## src/design/mvia_pkg.sv

```systemverilog
// Shared constants and types for the multilevel vectored interrupt arbiter.
// Assumes one synchronous clock domain and a CPU core that answers with
// accept and return-from-interrupt pulses.
// ==========================================================================
// Package
package mvia_pkg;

  // Number of request sources and of vectors
  localparam int NUM_SOURCES = 21;
  localparam int NUM_VECTORS = 10;
  localparam int VEC_IDX_W   = 4;
  localparam int ADDR_W      = 16;

  // First vector address and the spacing between vectors
  localparam logic [15:0] VEC_BASE = 16'h0003;
  localparam logic [15:0] VEC_STEP = 16'h0008;

  // Vectors whose raised level is highest rather than high
  localparam logic [9:0] TOP_CAPABLE = 10'h003;

  // Priority levels, numerically ordered so a larger code outranks a smaller
  typedef enum logic [1:0] {
    LVL_NONE = 2'h0,
    LVL_LOW  = 2'h1,
    LVL_HIGH = 2'h2,
    LVL_TOP  = 2'h3
  } mvia_lvl_type;

  // Request lines from the peripherals, one bit per source
  typedef struct packed {
    logic ext_pin_irq_a;          // Vector 0
    logic ext_pin_irq_b;          // Vector 1
    logic ext_pin_irq_c;          // Vector 2
    logic timer_zero_low_event;   // Vector 2
    logic ext_pin_irq_d;          // Vector 3
    logic base_timer_event;       // Vector 3
    logic rtc_event;              // Vector 3
    logic timer_zero_high_event;  // Vector 4
    logic timer_one_low_event;    // Vector 5
    logic timer_one_high_event;   // Vector 5
    logic sync_serial_a;          // Vector 6
    logic secondary_uart_rx;      // Vector 6
    logic async_sync_serial_b;    // Vector 7
    logic uart_tx_event;          // Vector 7
    logic adc_event;              // Vector 8
    logic timer_six_event;        // Vector 8
    logic timer_seven_event;      // Vector 8
    logic spi_rx_event;           // Vector 8
    logic port_zero_event;        // Vector 9
    logic timer_four_event;       // Vector 9
    logic timer_five_event;       // Vector 9
  } mvia_src_type;

  // Answer presented to the CPU core
  typedef struct packed {
    logic                 valid;  // Request to the core
    mvia_lvl_type         level;  // Level of the request
    logic [ADDR_W-1:0]    addr;   // Vector address
  } mvia_grant_type;

endpackage

```

## src/design/mvia_arbiter.sv

```systemverilog
// Multilevel vectored interrupt arbiter: gathers source requests into
// vectors, ranks them by level and vector address, and tracks the levels
// in service. Assumes requests are held by the peripherals until cleared.
//
// Overview of operation
// Three levels: highest above high above low
// Refuse requests at or below serviced level
// Simultaneous requests: highest level wins
// Same level: lowest vector address wins
// Twenty-one sources folded onto ten vectors
// Pin d, base timer, clock share vector
// Serial a, uart receive share vector
// Serial b, uart transmit share vector
// Converter, timers six/seven, SPI share vector
// Port zero, timers four/five share vector
// Other vectors eight apart, pins a/b topmost
// Refused request waits until level drops
`timescale 1ns/1ps

module mvia_arbiter #(
  parameter int NUM_VEC = mvia_pkg::NUM_VECTORS
) (
  input  wire logic                          REF_CLK,
  input  wire logic                          RESET_N,
  input  wire mvia_pkg::mvia_src_type        SRC,
  input  wire logic [NUM_VEC-1:0]            VEC_LVL_SEL,
  input  wire logic                          CPU_ACK,
  input  wire logic                          CPU_RETI,
  output logic                               IRQ_REQ,
  output mvia_pkg::mvia_lvl_type             IRQ_LEVEL,
  output logic [mvia_pkg::ADDR_W-1:0]        IRQ_VECTOR,
  output mvia_pkg::mvia_lvl_type             SERVICE_LEVEL
);

  // Ten vectors fixed by the source wiring
  initial begin
    if (NUM_VEC != mvia_pkg::NUM_VECTORS) begin
      $error("mvia_arbiter: NUM_VEC must equal the vector count");
    end
  end

  // ========================================================================
  // Functions

  // Level of one vector from its select bit
  function automatic mvia_pkg::mvia_lvl_type vec_level(input int idx, input logic sel);
    if (!sel) begin
      return mvia_pkg::LVL_LOW;
    end else if (mvia_pkg::TOP_CAPABLE[idx]) begin
      return mvia_pkg::LVL_TOP;
    end else begin
      return mvia_pkg::LVL_HIGH;
    end
  endfunction

  // three ranked levels
  // Highest level flagged in service
  function automatic mvia_pkg::mvia_lvl_type top_of(input logic [3:1] flags);
    if (flags[3]) begin
      return mvia_pkg::LVL_TOP;
    end else if (flags[2]) begin
      return mvia_pkg::LVL_HIGH;
    end else if (flags[1]) begin
      return mvia_pkg::LVL_LOW;
    end else begin
      return mvia_pkg::LVL_NONE;
    end
  endfunction

  // ========================================================================
  // Source to vector folding
  logic [NUM_VEC-1:0]           vec_req;     // Any source of a vector
  mvia_pkg::mvia_lvl_type       vec_lvl [NUM_VEC]; // Level per vector

  // source folding
  always_comb begin
    vec_req[0] = SRC.ext_pin_irq_a;
    vec_req[1] = SRC.ext_pin_irq_b;
    vec_req[2] = SRC.ext_pin_irq_c | SRC.timer_zero_low_event;
    // shared timebase vector
    vec_req[3] = SRC.ext_pin_irq_d | SRC.base_timer_event | SRC.rtc_event;
    vec_req[4] = SRC.timer_zero_high_event;
    vec_req[5] = SRC.timer_one_low_event | SRC.timer_one_high_event;
    // serial receive vector
    vec_req[6] = SRC.sync_serial_a | SRC.secondary_uart_rx;
    // serial transmit vector
    vec_req[7] = SRC.async_sync_serial_b | SRC.uart_tx_event;
    // converter and timers vector
    vec_req[8] = SRC.adc_event | SRC.timer_six_event | SRC.timer_seven_event
               | SRC.spi_rx_event;
    // port zero vector
    vec_req[9] = SRC.port_zero_event | SRC.timer_four_event | SRC.timer_five_event;
  end

  // ========================================================================
  // Per-level candidates
  logic [NUM_VEC-1:0]           lvl_mask [1:3]; // Requests by level
  logic                         lvl_found [1:3]; // Any at that level
  logic [mvia_pkg::VEC_IDX_W-1:0] lvl_idx [1:3]; // Lowest vector at level

  genvar gv;
  generate
    for (gv = 0; gv < NUM_VEC; gv++) begin : g_vec
      // selectable vector level
      assign vec_lvl[gv] = vec_level(gv, VEC_LVL_SEL[gv]);
      assign lvl_mask[1][gv] = vec_req[gv] && (vec_lvl[gv] == mvia_pkg::LVL_LOW);
      assign lvl_mask[2][gv] = vec_req[gv] && (vec_lvl[gv] == mvia_pkg::LVL_HIGH);
      assign lvl_mask[3][gv] = vec_req[gv] && (vec_lvl[gv] == mvia_pkg::LVL_TOP);
    end
    for (gv = 1; gv <= 3; gv++) begin : g_lvl
      // lowest address within level
      mvia_first_set #(
        .N     (NUM_VEC),
        .IDX_W (mvia_pkg::VEC_IDX_W)
      ) u_first (
        .req   (lvl_mask[gv]),
        .found (lvl_found[gv]),
        .idx   (lvl_idx[gv])
      );
    end
  endgenerate

  // ========================================================================
  // In-service tracking
  logic [3:1]                   in_service;      // One flag per level
  logic [3:1]                   next_in_service; // After this cycle's events

  // Return clears the top flag first, then an accept sets its level
  always_comb begin
    next_in_service = in_service;
    if (CPU_RETI) begin
      case (top_of(in_service))
        mvia_pkg::LVL_TOP:  next_in_service[3] = 1'b0;
        mvia_pkg::LVL_HIGH: next_in_service[2] = 1'b0;
        mvia_pkg::LVL_LOW:  next_in_service[1] = 1'b0;
        default:            next_in_service = in_service;
      endcase
    end
    // Accept only counts while a request is shown
    if (CPU_ACK && IRQ_REQ && IRQ_LEVEL != mvia_pkg::LVL_NONE) begin
      next_in_service[IRQ_LEVEL] = 1'b1;
    end
  end

  // In-service flags
  always_ff @(posedge REF_CLK) begin
    if (!RESET_N) begin
      in_service <= 3'h0;
    end else begin
      in_service <= next_in_service;
    end
  end

  // Service level kept as its own flop for a clean output
  always_ff @(posedge REF_CLK) begin
    if (!RESET_N) begin
      SERVICE_LEVEL <= mvia_pkg::LVL_NONE;
    end else begin
      SERVICE_LEVEL <= top_of(next_in_service);
    end
  end

  // ========================================================================
  // Winner selection
  mvia_pkg::mvia_lvl_type       next_svc;   // Level in service next cycle
  mvia_pkg::mvia_grant_type     next_grant; // Request for next cycle
  logic [mvia_pkg::VEC_IDX_W-1:0] win_idx;  // Winning vector index

  // Judged against the next service level so an accepted request
  // drops in the very next cycle instead of lingering one extra.
  always_comb begin
    next_svc   = top_of(next_in_service);
    next_grant = '0;
    win_idx    = '0;
    // higher level checked first
    if (lvl_found[3] && next_svc < mvia_pkg::LVL_TOP) begin
      next_grant.valid = 1'b1;
      next_grant.level = mvia_pkg::LVL_TOP;
      win_idx          = lvl_idx[3];
    // at or below service refused
    end else if (lvl_found[2] && next_svc < mvia_pkg::LVL_HIGH) begin
      next_grant.valid = 1'b1;
      next_grant.level = mvia_pkg::LVL_HIGH;
      win_idx          = lvl_idx[2];
    end else if (lvl_found[1] && next_svc < mvia_pkg::LVL_LOW) begin
      next_grant.valid = 1'b1;
      next_grant.level = mvia_pkg::LVL_LOW;
      win_idx          = lvl_idx[1];
    end
    // vectors spaced eight apart
    next_grant.addr = mvia_pkg::VEC_BASE + (16'(win_idx) << 3);
  end

  // pending requests re-judged every cycle
  always_ff @(posedge REF_CLK) begin
    if (!RESET_N) begin
      IRQ_REQ    <= 1'b0;
      IRQ_LEVEL  <= mvia_pkg::LVL_NONE;
      IRQ_VECTOR <= '0;
    end else begin
      IRQ_REQ    <= next_grant.valid;
      IRQ_LEVEL  <= next_grant.level;
      IRQ_VECTOR <= next_grant.valid ? next_grant.addr : '0;
    end
  end

  // ========================================================================
  // Assertions

  // no grant at or below service
  above_service_a: assert property (@(posedge REF_CLK) disable iff (!RESET_N)
    IRQ_REQ |-> IRQ_LEVEL > SERVICE_LEVEL)
    else $error("Request shown at or below the service level");

  // return removes top level first
  reti_order_a: assert property (@(posedge REF_CLK) disable iff (!RESET_N)
    (CPU_RETI && !CPU_ACK && SERVICE_LEVEL == mvia_pkg::LVL_TOP && in_service[2])
    |=> SERVICE_LEVEL == mvia_pkg::LVL_HIGH)
    else $error("Return did not drop to the high level");

  // highest level wins
  level_precedence_a: assert property (@(posedge REF_CLK) disable iff (!RESET_N)
    (lvl_found[3] && lvl_found[1] && next_svc == mvia_pkg::LVL_NONE)
    |=> IRQ_LEVEL == mvia_pkg::LVL_TOP)
    else $error("Lower level beat a highest level request");

  // lowest vector wins
  lowest_vector_a: assert property (@(posedge REF_CLK) disable iff (!RESET_N)
    (vec_req[0] && vec_req[4] && VEC_LVL_SEL[0] == 1'b0 && VEC_LVL_SEL[4] == 1'b0
     && next_svc == mvia_pkg::LVL_NONE) |=> IRQ_VECTOR == 16'h0003)
    else $error("Lowest vector address did not win");

  // every source reaches a vector
  source_fold_a: assert property (@(posedge REF_CLK) disable iff (!RESET_N)
    (SRC != '0) |-> vec_req != '0)
    else $error("Active source reached no vector");

  // clock source uses shared vector
  rtc_vector_a: assert property (@(posedge REF_CLK) disable iff (!RESET_N)
    (SRC == mvia_pkg::mvia_src_type'(21'h004000) && next_svc == mvia_pkg::LVL_NONE)
    |=> IRQ_REQ && IRQ_VECTOR == 16'h001B)
    else $error("Clock source not on its shared vector");

  // converter uses shared vector
  adc_vector_a: assert property (@(posedge REF_CLK) disable iff (!RESET_N)
    (SRC == mvia_pkg::mvia_src_type'(21'h000040) && next_svc == mvia_pkg::LVL_NONE)
    |=> IRQ_REQ && IRQ_VECTOR == 16'h0043)
    else $error("Converter not on its shared vector");

  // raised pin vector is topmost
  pin_top_level_a: assert property (@(posedge REF_CLK) disable iff (!RESET_N)
    (IRQ_REQ && IRQ_VECTOR == 16'h0003) |-> IRQ_LEVEL != mvia_pkg::LVL_HIGH)
    else $error("Pin vector shown at the high level");

  // refused request returns after drop
  pending_return_a: assert property (@(posedge REF_CLK) disable iff (!RESET_N)
    (CPU_RETI && !CPU_ACK && in_service == 3'h2 && lvl_found[2])
    |=> IRQ_REQ && IRQ_LEVEL >= mvia_pkg::LVL_HIGH)
    else $error("Waiting request not shown after service ended");

endmodule // mvia_arbiter

```

## src/design/mvia_first_set.sv

```systemverilog
// Lowest-index finder used once per priority level.
// Assumes a purely combinational use inside the arbiter.
`timescale 1ns/1ps

// ==========================================================================
// Lowest set bit
module mvia_first_set #(
  parameter int N     = 10,
  parameter int IDX_W = 4
) (
  input  wire logic [N-1:0]     req,
  output logic                  found,
  output logic [IDX_W-1:0]      idx
);

  // Index must be wide enough for every position
  initial begin
    if (N < 1 || (1 << IDX_W) < N) begin
      $error("mvia_first_set: IDX_W too small for N");
    end
  end

  // Scan downward so the lowest set bit is the last to write
  always_comb begin
    found = 1'b0;
    idx   = '0;
    for (int i = N - 1; i >= 0; i--) begin
      if (req[i]) begin
        found = 1'b1;
        idx   = IDX_W'(i);
      end
    end
  end

endmodule // mvia_first_set

```

## config.mk

```make
export PLATFORM = sky130hd
export DESIGN_NAME = mvia_arbiter
export DESIGN_NICKNAME = d
export VERILOG_FILES = /design/src/design/mvia_pkg.sv /design/src/design/mvia_arbiter.sv /design/src/design/mvia_first_set.sv
export SDC_FILE = /design/constraint.sdc
export NUM_CORES = 1
export LEC_CHECK = 0
export ABC_AREA = 1
export BUFFER_PORTS_ARGS = -buffer_cell sky130_fd_sc_hd__buf_2
export CAP_MARGIN = 0
export CORE_ASPECT_RATIO = 1.4
export CORE_MARGIN = 2
export CORE_UTILIZATION = 35
export DETAILED_ROUTE_END_ITERATION = 8
export SLEW_MARGIN = 25
export SYNTH_ARGS = -nofsm -noshare
export SYNTH_HDL_FRONTEND = slang
export SYNTH_HIERARCHICAL = 1
export SYNTH_SLANG_ARGS = --single-unit
```

## constraint.sdc

```tcl
create_clock -name REF_CLK -period 2.1 [get_ports REF_CLK]
set_clock_uncertainty 0.05 [all_clocks]
set_input_delay 0.105 -clock REF_CLK [delete_from_list [all_inputs] [get_ports REF_CLK]]
set_output_delay 0.105 -clock REF_CLK [all_outputs]
set_load 0.01 [all_outputs]
```

Word-level counts from Yosys, hierarchy flattened
Index checks and enable logic that the tools add are counted.
Widths: inputs -> output; s select.
{ "word_totals": {"register_bits": 24, "word_cells": 184} }
{ "classes": {"n_addsub": 1, "n_lt_le_gt_ge": 5, "n_eq_ne": 33, "mux": 90, "bitwise_logic": 12, "n_reduce_logical": 38} }
{ "op_table": {"columns": ["operator", "n"], "rows": [
  ["$mux 4", 33],
  ["$eq 2x2->1 const B", 22],
  ["$logic_and 1x1->1", 36],
  ["$mux 1", 36],
  ["$mux 2", 15],
  ["$eq 2x1->1 const B", 11],
  ["$mux 3", 5],
  ["$or 1x1->1", 11],
  ["$add 2x7->8 const A", 1],
  ["$lt 2x2->1 const B", 2],
  ["$lt 2x3->1 const B", 1],
  ["$or 3x3->3", 1],
  ["$demux 1 s2", 1],
  ["$ge 2x1->1 const B", 1],
  ["$lt 2x1->1 const B", 1],
  ["$reduce_and 2->1", 1],
  ["$reduce_bool 2->1", 1]
]} }

Logic depth before layout (Yosys ltp)
Gate-level depths: netlist (run 1).
{ "logic_depth": {"ltp_word": 18, "ltp_mapped": 15, "ltp_nobuf": 15} }

By module
The synthesis (run 1) kept the hierarchy.
{ "by_module_without_submodules": {"columns": ["module", "n_inst", "cells_per_inst", "area_per_inst_um2", "seq_area_each_um2"], "rows": [
  ["mvia_arbiter", 1, 140, 865.8, 260.2],
  ["mvia_first_set", 3, 28, 120.1, 0.0]
]} }

Worst setup path before layout (run 1)
No wires, ideal clock.
{ "synth_timing": {"kind": "input -> register", "startpoint": "in SRC[5] in the netlist's numbering", "endpoint": "reg IRQ_VECTOR[3] in the netlist's numbering", "setup_ns": 0.064, "t_arrival_ns": 1.205, "required_time_ns": 1.986, "path_slack_ns": 0.781, "stages": 15, "n_path_buf": 0, "path_cell_list": "nor4_1 nor2_1 inv_1 nand2_1 nand2_1 nand2_1 nand2_1 nand2_1 nand2_1 nand2_1 a21oi_2 nand3_1 nand2_1 nor2_1 nor2_1"} }
{ "synth_lines": {"columns": ["element", "line", "rtl"], "rows": [
  ["start: declaration", "mvia_arbiter.sv:25", "input wire mvia_pkg::mvia_src_type SRC,"],
  ["end signal: assignment", "mvia_arbiter.sv:203", "IRQ_VECTOR <= next_grant.valid ? next_grant.addr : '0;"],
  ["end: declaration", "mvia_arbiter.sv:31", "output logic [mvia_pkg::ADDR_W-1:0] IRQ_VECTOR,"]
]} }

Worst setup path after layout (run 1)
{ "layout_timing": {"startpoint": "reg IRQ_REQ", "endpoint": "reg IRQ_VECTOR[6] in the netlist's numbering"} }
{ "layout_via": {"elab_chain_len": 12, "elab_cells_between_ends": 20, "classes_between": "add/sub: 1; order compare: 3; mux: 10; reduce/logical: 6"} }
{ "layout_rtl": {"columns": ["element", "line", "rtl"], "rows": [
  ["start: declaration", "mvia_arbiter.sv:29", "output logic IRQ_REQ,"],
  ["start signal: assignment", "mvia_arbiter.sv:201", "IRQ_REQ <= next_grant.valid;"],
  ["$logic_and 1x1->1 (*) (2 in a row)", "mvia_arbiter.sv:140", "if (CPU_ACK && IRQ_REQ && IRQ_LEVEL != mvia_pkg::LVL_NONE) begin"],
  ["$mux 3 (*)", "mvia_arbiter.sv:140", null],
  ["$mux 1", "mvia_arbiter.sv:63", "end else if (flags[1]) begin"],
  ["$mux 2", "mvia_arbiter.sv:61", "end else if (flags[2]) begin"],
  ["$mux 2 (*)", "mvia_arbiter.sv:59", "if (flags[3]) begin"],
  ["$lt 2x1->1", "mvia_arbiter.sv:185", "end else if (lvl_found[1] && next_svc < mvia_pkg::LVL_LOW) begin"],
  ["$logic_and 1x1->1", "mvia_arbiter.sv:185", null],
  ["$mux 4 or $mux 3 (tied branches)", "mvia_arbiter.sv:185", null],
  ["$mux 4 or $mux 3 (tied branches)", "mvia_arbiter.sv:181", "end else if (lvl_found[2] && next_svc < mvia_pkg::LVL_HIGH) begin"],
  ["$mux 4 or $mux 3 (tied branches)", "mvia_arbiter.sv:176", "if (lvl_found[3] && next_svc < mvia_pkg::LVL_TOP) begin"],
  ["$add 2x7->8 or $reduce_and 2->1 (tied branches)", null, null]
]} }
Every way passes the cells marked *; elsewhere a longest branch is shown, timed or not.
A chain may end at the register's enable or synchronous reset.

==> impl_metrics.yaml, run 1 <==
power:
  power_density_nw_per_um2: 433.5
  ir_drop_mv: 0.3063
  p_leak_nw: 0.9419
  total_power_mw: 0.6801
finish:
  finalNetCount: 328
  area_growth_syn_to_layout_pct: 27.96
  drive_gt1_share_pct: 20.89
  fillers: 393
  insertedDiodeCount: 0
routing:
  routedWlPerCell_microns: 7.178
  dr.pass1.iters: 3
  vias: 1314
  detail-route-antenna-nets: 0
  drt_iter0_markers: 13
  drc: 0
  vias_per_cell: 3.958
  wirelength_mm: 2.383
cts:
  cts_setup_buffers: 0
  clk_path_buf_depth: 2
  post_cts_resized: 0
  root_buffer: "clkbuf_8"
  clk_latency_ns: 0.23
  path_clk_slew_ns: 0.05
  cts_tree: "done"
  cts-hold-fix-buffers: 0
  htreeDepth: 1
  numClockSinks: 13
  cts_inserted_buffers: 3
placement:
  hpwl_mm: 2.169
  port_buffers: 45
  place_congestion: 0.8003
logic_synthesis:
  syn-cell-area_sq_um: 1226
  ys_seq_area_share_pct: 21.22
  ys_ff_latch: 13
  synth_cell_types: 23
  syn_area_per_cell_sq_um: 5.474
  synth_cells: 224
  yosys_warnings: 6
grt:
  grt_pass1_wl_mm: 4.395
  antenna_found_initial: 0
  gr-usage-all-layers_pct: 14.23
  grt_pass1_vias: 1174
  grt_start_max_net_pins: 14
  grt_overflow: 0
die:
  start_util_pct: 36.30
  ios: 56
  die_width_microns: 54.03
  core-area_sq_um: 3378
  die_area_sq_um: 3999
  rows: 25
  die_height_microns: 74.03
worst_setup_path:
  worstSetupEndpointType: "register"
  startpoint_type: "register"
  worstPathArrival_ns: 1.44
  crit_required_ns: 2.18
  path_max_fanout: 13
  crit_type: "reg -> reg"
  regToRegSetupSlack_ns: 0.74
status:
  status: "complete, no violations"
timing:
  final-max-slew-violation-count: 0
  max_freq_mhz: 733.1
  rsz0062_at_grt: "false"
  hold_viol_final: 0
  tns_ns: 0
  min_period_ns: 1.364
  post-route-period-util_pct: 64.95
  finalSetupViolCount: 0
hold_path:
  hold_path.class: "in -> reg"
job:
  drv_cap: 0
-- flip-flops by register name, indices dropped and copies added, names as in the netlist --
signal / cells
IRQ_VECTOR: 5
in_service: 3
IRQ_LEVEL: 2
SERVICE_LEVEL: 2
IRQ_REQ: 1
-- cells in the mapped netlist --
cell	instances	share of area, %
or2_2	3	1.5
conb_1	1	0.31
inv_2	1	0.31
o21ai_1	1	0.41
inv_1	55	17
or2_1	1	0.51
o21ai_2	1	0.71
nand2_1	39	12
a31oi_1	9	4.6
nand2_2	2	1.0
nand3_2	2	1.6
buf_4	11	6.7
nor2_4	1	0.92
a21oi_1	4	1.6
clkinv_1	1	0.31
nand4_1	2	1.0
nor3_1	12	4.9
nor2_1	45	14
nor4_1	1	0.51
a21oi_2	3	2.1
nand3_1	15	6.1
buf_6	1	0.92
dfxtp_1	13	21
-- where the power goes --
part	leakage (nW)	internal [mW]	switching (mW)	total (mW)
logic	0.812	0.0817	0.121	0.203
clock network	0.0228	0.133	0.0789	0.212
registers	0.107	0.260	0.00559	0.265
-- cells by family (layout without fill, tap and decap cells) --
| logic type | count (synthesis) | count (layout) | share of synthesized area [%] |
|---|---|---|---|
| compound gates | 18 | 18 | 9.490 |
| buf+inv | 69 | 106 | 25.10 |
| flops | 13 | 13 | 21.22 |
| other cells | 1 | 32 | 0.3058 |
| simple gates | 123 | 123 | 43.88 |
-- final timing paths --
kind	cells after the start	start	endpoint
max	7	IRQ_REQ	IRQ_VECTOR[6]
min reg2reg	2	in_service[1]	in_service[1]
min	3	RESET_N	IRQ_VECTOR[5]
max reg2reg	7	IRQ_REQ	IRQ_VECTOR[6]
-- placed cells by master (no fill, tap or decap) --
cell type,n
a21oi_1,4
a21oi_2,3
a31oi_1,9
buf_2,45
clkbuf_1,1
clkbuf_8,3
clkinv_1,1
conb_1,32
dfxtp_1,13
inv_1,55
inv_2,1
nand2_1,39
nand2_2,2
nand3_1,15
nand3_2,2
nand4_1,2
nor2_1,45
nor2_4,1
nor3_1,12
nor4_1,1
o21ai_1,1
o21ai_2,1
or2_1,1
or2_2,3
-- final cells by class --
class	count	area, sq um	area share [%]
timing repair buffer	45	225.2	14.35
sequential	13	260.3	16.59
clock buffer	4	45.04	2.871
tap	40	50.05	3.190
multi-input combinational	173	774.5	49.36
inverter	57	214.0	13.64
-- stage by stage --
stage	util, %	cell area (sq um)	std cells	setup WS, ns	hold slack [ns]
5_1_grt	46.44	1569	332	0.3721	0.1129
6_report	46.44	1569	332	0.7360	0.1042
4_1_cts	46.44	1569	332	0.7163	0.09908
3_3_place_gp	45.11	1524	328	0.5133	0.3496
2_1_floorplan	-	1343	255	0.7812	0.1948
3_5_place_dp	45.11	1524	328	0.5019	0.3518
-- routing by layer --
metal	vias to the layer above	routed length [microns]	share of wire (%)	track usage, %
met5	-	0	0	0
met4	0	25	1.0	5.556
met3	2	75	3.1	1.205
met2	25	1246	52	25.88
met1	514	1035	43	16.71
li1	773	-	-	-
-- worst max-delay path, cell delays in order (launching register included) --
cell,delay [ns]
dfxtp_1,0.35
nand2_1,0.08
o21ai_2,0.22
inv_2,0.07
nand2_2,0.19
nand3_2,0.16
nand3_1,0.09
nor2_1,0.04
No activity file was read; power rests on OpenSTA's default activity.
==> inputs of run 2 (changes only) <==
==> constraint.sdc (replaced) <==
create_clock -name REF_CLK -period 1.34 [get_ports REF_CLK]
set_clock_uncertainty 0.05 [all_clocks]
set_input_delay 0.067 -clock REF_CLK [delete_from_list [all_inputs] [get_ports REF_CLK]]
set_output_delay 0.067 -clock REF_CLK [all_outputs]
set_load 0.01 [all_outputs]
==> run 2 against run 1 <==
Compared with the run above:
- final area grew 21%
- core utilization grew 9.7 points
- largest power group is now combinational logic
- fmax grew 3.5%
- highest routed layer unchanged
- worst setup slack lost 0.71 ns
- critical path type unchanged
- sequential power grew 57%
- critical endpoint is now IRQ_VECTOR[4]
- combinational power grew 110%
- die area is the same
==> impl_metrics.yaml, run 2 (same netlist as run 1, synthesis figures left out) <==
finish:
  layout_common_cells: "54 x inv_1, 45 x buf_2, 40 x nor2_1"
  multi_input_area_sq_um: 862.1
  seq_area_sq_um: 264.0
  finalNetCount: 357
  area_growth_syn_to_layout_pct: 54.69
  insertedDiodeCount: 0
  largest_reg_flops: 5
  regMostFlops: "IRQ_VECTOR"
  fillers: 352
  final_common_cell: "inv_1"
  reg_top3: "IRQ_VECTOR: 5 flops, in_service: 3 flops"
  drive_gt1_share_pct: 33.96
die:
  rows: 25
  core-area_sq_um: 3378
  die_height_microns: 74.03
  ios: 56
  start_util_pct: 36.30
  die_width_microns: 54.03
  die_area_sq_um: 3999
cts:
  path_clk_slew_ns: 0.06
  cts_inserted_buffers: 3
  numClockSinks: 13
  htreeDepth: 1
  root_buffer: "clkbuf_8"
  clk_path_buf_depth: 2
  cts_tree: "done"
  clk_latency_ns: 0.24
routing:
  drt_iter0_markers: 14
  vias: 1509
  vias_per_cell: 4.180
  routedWlPerCell_microns: 7.873
  wirelength_mm: 2.842
  dr.pass1.iters: 4
  drc: 0
  detail-route-antenna-nets: 0
timing:
  setup_ws_ns: 0.02271
  min_period_ns: 1.317
  tns_ns: 0
  post-route-period-util_pct: 98.31
  finalSetupViolCount: 0
  hold_viol_final: 0
  timing.hold.ws_ns: 0.06937
  rsz0062_at_grt: "true"
  final-max-slew-violation-count: 0
  max_freq_mhz: 759.1
job:
  drv_cap: 0
grt:
  grt_overflow: 0
  gr-usage-all-layers_pct: 15.18
  grt_pass1_wl_mm: 4.761
  grt_start_max_net_pins: 11
  grt_pass1_vias: 1325
  antenna_found_initial: 0
placement:
  hpwl_mm: 2.361
  port_buffers: 45
  pre_cts_ws_ns: -0.1892
  place_congestion: 0.7855
worst_setup_path:
  startpoint_type: "register"
  path_max_fanout: 6
  crit_type: "reg -> reg"
  crit_required_ns: 1.46
  worstSetupEndpointType: "register"
  worstPathArrival_ns: 1.44
power:
  power_density_nw_per_um2: 625.3
  ir_drop_mv: 0.6040
  total_power_mw: 1.186
  p_leak_nw: 1.093
status:
  status: "complete, no violations"
hold_path:
  hold_path.class: "in -> reg"
[run 2: worst paths after layout]
kind	slack (ns)	endpoint	startpoint	cells after the start
max	0.02	IRQ_VECTOR[4]	IRQ_LEVEL[0]	8
min	0.07	IRQ_VECTOR[5]	RESET_N	3
max reg2reg	0.02	IRQ_VECTOR[4]	IRQ_LEVEL[0]	8
min reg2reg	0.45	in_service[1]	in_service[1]	2
[run 2: per-stage QoR]
step / utilization (%) / cells / area, sq um
floorplan: - / 255 / 1343
global placement: 50.44 / 352 / 1704
detailed placement: 50.44 / 352 / 1704
CTS: 51.93 / 356 / 1754
global route: 56.15 / 361 / 1897
finish: 56.15 / 361 / 1897
[run 2: what timing repair did]
action	in CTS	in global routing
endpoints found under the setup margin	3	8
hold buffers	0	0
buffers inserted	0	5
resized for setup	1	28
pin swaps	1	16
[run 2: cell type report]
class | instances | share of cell area, %
Tap cell | 40 | 2.639
Sequential cell | 13 | 13.92
Multi-Input combinational cell | 173 | 45.45
Timing Repair Buffer | 74 | 24.34
Clock buffer | 4 | 2.375
Inverter | 57 | 11.28
[run 2: per-layer routing]
| metal | vias to the layer above | global-route usage [%] | routed length, microns |
|---|---|---|---|
| met5 | - | 0 | 0 |
| met4 | 0 | 5.833 | 51 |
| met3 | 6 | 1.205 | 102 |
| met2 | 35 | 29.81 | 1536 |
| met1 | 639 | 15.94 | 1152 |
| li1 | 829 | - | - |
[run 2: where the power goes]
part	internal (mW)	switching, mW
Sequential	0.408	0.00913
Combinational	0.202	0.225
Clock	0.209	0.132
Total	0.820	0.367
[run 2: critical path, stage by stage, from the launching register on]
cell,delay (ns)
dfxtp_2,0.35
inv_2,0.03
nand4_1,0.07
nand2_2,0.09
nor2_4,0.24
nand2_2,0.13
nand3_4,0.12
nand3_1,0.07
nor2_1,0.10
==> inputs of run 3 (changes only) <==
--- a/config.mk
+++ b/config.mk
@@ -8,7 +8,7 @@
 export ABC_AREA = 1
 export BUFFER_PORTS_ARGS = -buffer_cell sky130_fd_sc_hd__buf_2
 export CAP_MARGIN = 0
-export CORE_ASPECT_RATIO = 1.4
+export CORE_ASPECT_RATIO = 1.1
 export CORE_MARGIN = 2
 export CORE_UTILIZATION = 35
 export DETAILED_ROUTE_END_ITERATION = 8
==> run 3 against run 2 <==
Compared with the run above:
- the flow now finishes with violations (negative setup slack)
- register-to-register slack worse by 0.02 ns
- worst setup slack worse by 0.024 ns
- clock-buffer cell count unchanged
- sequential share of layout area is 0.25 points higher
- clock power decreased by 27%
- final cell count increased by 1.9%
- core utilization is 0.93 points lower
- global-route usage fell by 0.28 points
- non-clock buffer count decreased by 1
- first-iteration DRC count rose to 3.4 times the previous value
- wire length fell by 3.0%
- critical endpoint is now IRQ_REQ
- largest cell class unchanged
==> impl_metrics.yaml, run 3 (same netlist as run 1, synthesis figures left out) <==
cts:
  path_clk_slew_ns: 0.09
  cts_tree: "done"
  numClockSinks: 13
  root_buffer: "clkbuf_4"
  clk_path_buf_depth: 2
  cts_inserted_buffers: 3
  cts-hold-fix-buffers: 0
  htreeDepth: 1
  clk_latency_ns: 0.28
finish:
  regMostFlops: "IRQ_VECTOR"
  area_growth_syn_to_layout_pct: 51.22
  fillers: 379
  largest_reg_flops: 5
  drive_gt1_share_pct: 32.19
  reg_top3: "IRQ_VECTOR: 5 flops, in_service: 3 flops"
  layout_common_cells: "54 x inv_1, 45 x buf_2, 42 x nor2_1"
  finalInstanceArea_sq_um: 1854
  final_common_cell: "inv_1"
  finalNetCount: 356
  insertedDiodeCount: 0
power:
  power_density_nw_per_um2: 584.1
  pwr-share-clk_pct: 22.9
  pwr-share-comb_pct: 38.6
  power_switching_mw: 0.3650
  power.internal_mw: 0.7181
  ir_drop_mv: 0.2038
  switching_share_pct: 33.70
  p_seq_share_pct: 38.5
  p_leak_nw: 1.076
timing:
  finalSetupViolCount: 1
  min_period_ns: 1.342
  setup_ws_ns: -0.001517
  final-max-slew-violation-count: 0
  hold_viol_final: 0
  max_freq_mhz: 745.4
  post-route-period-util_pct: 100.1
  rsz0062_at_grt: "true"
routing:
  routedWlPerCell_microns: 7.492
  vias: 1475
  vias_per_cell: 4.008
  dr.pass1.iters: 4
  drc: 0
  drt_iter0_markers: 47
  wirelength_mm: 2.757
  detail-route-antenna-nets: 0
worst_setup_path:
  worstPathArrival_ns: 1.50
  crit_type: "reg -> reg"
  crit_family: "simple AND/OR/NAND/NOR gates"
  cp_num_buf_inv: 2
  regToRegSetupSlack_ns: -0.002
  rr_worst_depth: 7
  path_max_fanout: 8
  crit_required_ns: 1.50
  cp_num_cells: 7
  crit_path_frequent_cell: "nand2_2"
  startpoint_type: "register"
  slowest_delay_ns: 0.37
  crit_slowest_cell: "dfxtp_2"
  worstSetupEndpointType: "register"
  crit_chain: "inv_2 > nand4_1 > nand2_2 > nor2_4 > nand2_2 > buf_6 > a31oi_1"
placement:
  port_buffers: 45
  hpwl_mm: 2.363
  dpl_cell_area_sq_um: 1729
  place_congestion: 0.7470
  pre_cts_ws_ns: -0.2300
die:
  core-area_sq_um: 3358
  die_width_microns: 60.44
  rows: 22
  die_area_sq_um: 3993
  start_util_pct: 36.51
  ios: 56
  die_height_microns: 66.08
grt:
  grt_start_max_net_pins: 11
  grt_pass1_vias: 1239
  grt_pass1_wl_mm: 4.712
  antenna_found_initial: 0
  gr-usage-all-layers_pct: 14.90
  grt_overflow: 0
status:
  status: "finished with violations"
  violations: "negative setup slack"
hold_path:
  hold_path.class: "in -> reg"
  whs_path_depth: 3
job:
  drv_cap: 0
[run 3: cell count changes in the layout (fill, tap and decap cells not counted), sizes merged]
cell and delta:
buf -1
[run 3: repair_timing]
action / in CTS / in global routing
setup buffers: 0 / 2
gates resized for setup: 0 / 21
endpoints found under the hold margin: 0 / 0
setup endpoints to repair: 0 / 8
[run 3: power groups by stage]
stage          sequential [mW]  combinational (mW)  clock, mW
5_1_grt                  0.419               0.480      0.270
3_3_place_gp             0.424               0.386          0
2_1_floorplan            0.433               0.234          0
6_report                 0.417               0.418      0.249
4_1_cts                  0.416               0.389      0.249
3_5_place_dp             0.425               0.388          0
[run 3: worst reg2reg max path: stages, from the launching register on]
cell and delay [ns]:
dfxtp_2 0.37, inv_2 0.03, nand4_1 0.07, nand2_2 0.09, nor2_4 0.24, nand2_2 0.13, buf_6 0.14, a31oi_1 0.16
[run 3: layout make-up]
class	count	area [sq um]	area share, %
multi-input combinational	173	852.1	45.95
timing repair buffer	73	439.2	23.68
sequential	13	262.8	14.17
inverter	57	214.0	11.54
tap	48	60.06	3.239
clock buffer	4	26.28	1.417
[run 3: path summary, 6_finish.rpt]
kind,endpoint,startpoint
hold / removal,IRQ_VECTOR[5],RESET_N
setup / recovery,IRQ_REQ,IRQ_LEVEL[0]
hold reg to reg,in_service[1],in_service[1]
setup reg to reg,IRQ_REQ,IRQ_LEVEL[0]
[run 3: per-layer routing]
metal	global-route usage, %	vias up	wire [microns]
met3	1.174	4	119
met4	4.076	0	43
met1	19.86	614	1251
met2	25.41	30	1343
met5	0	-	0
li1	-	827	-
[run 3: stage by stage]
stage	utilization, %	cells	power [mW]	hold WS [ns]	TNS, ns
3_5_place_dp	51.49	362	0.8132	0.3203	-1.152
3_3_place_gp	51.49	362	0.8100	0.3163	-1.034
5_1_grt	55.22	368	1.169	0.03952	-0.3535
4_1_cts	52.27	366	1.054	0.02369	0
2_1_floorplan	-	255	0.6665	0.1568	0
6_report	55.22	368	1.083	0.02292	-0.001517
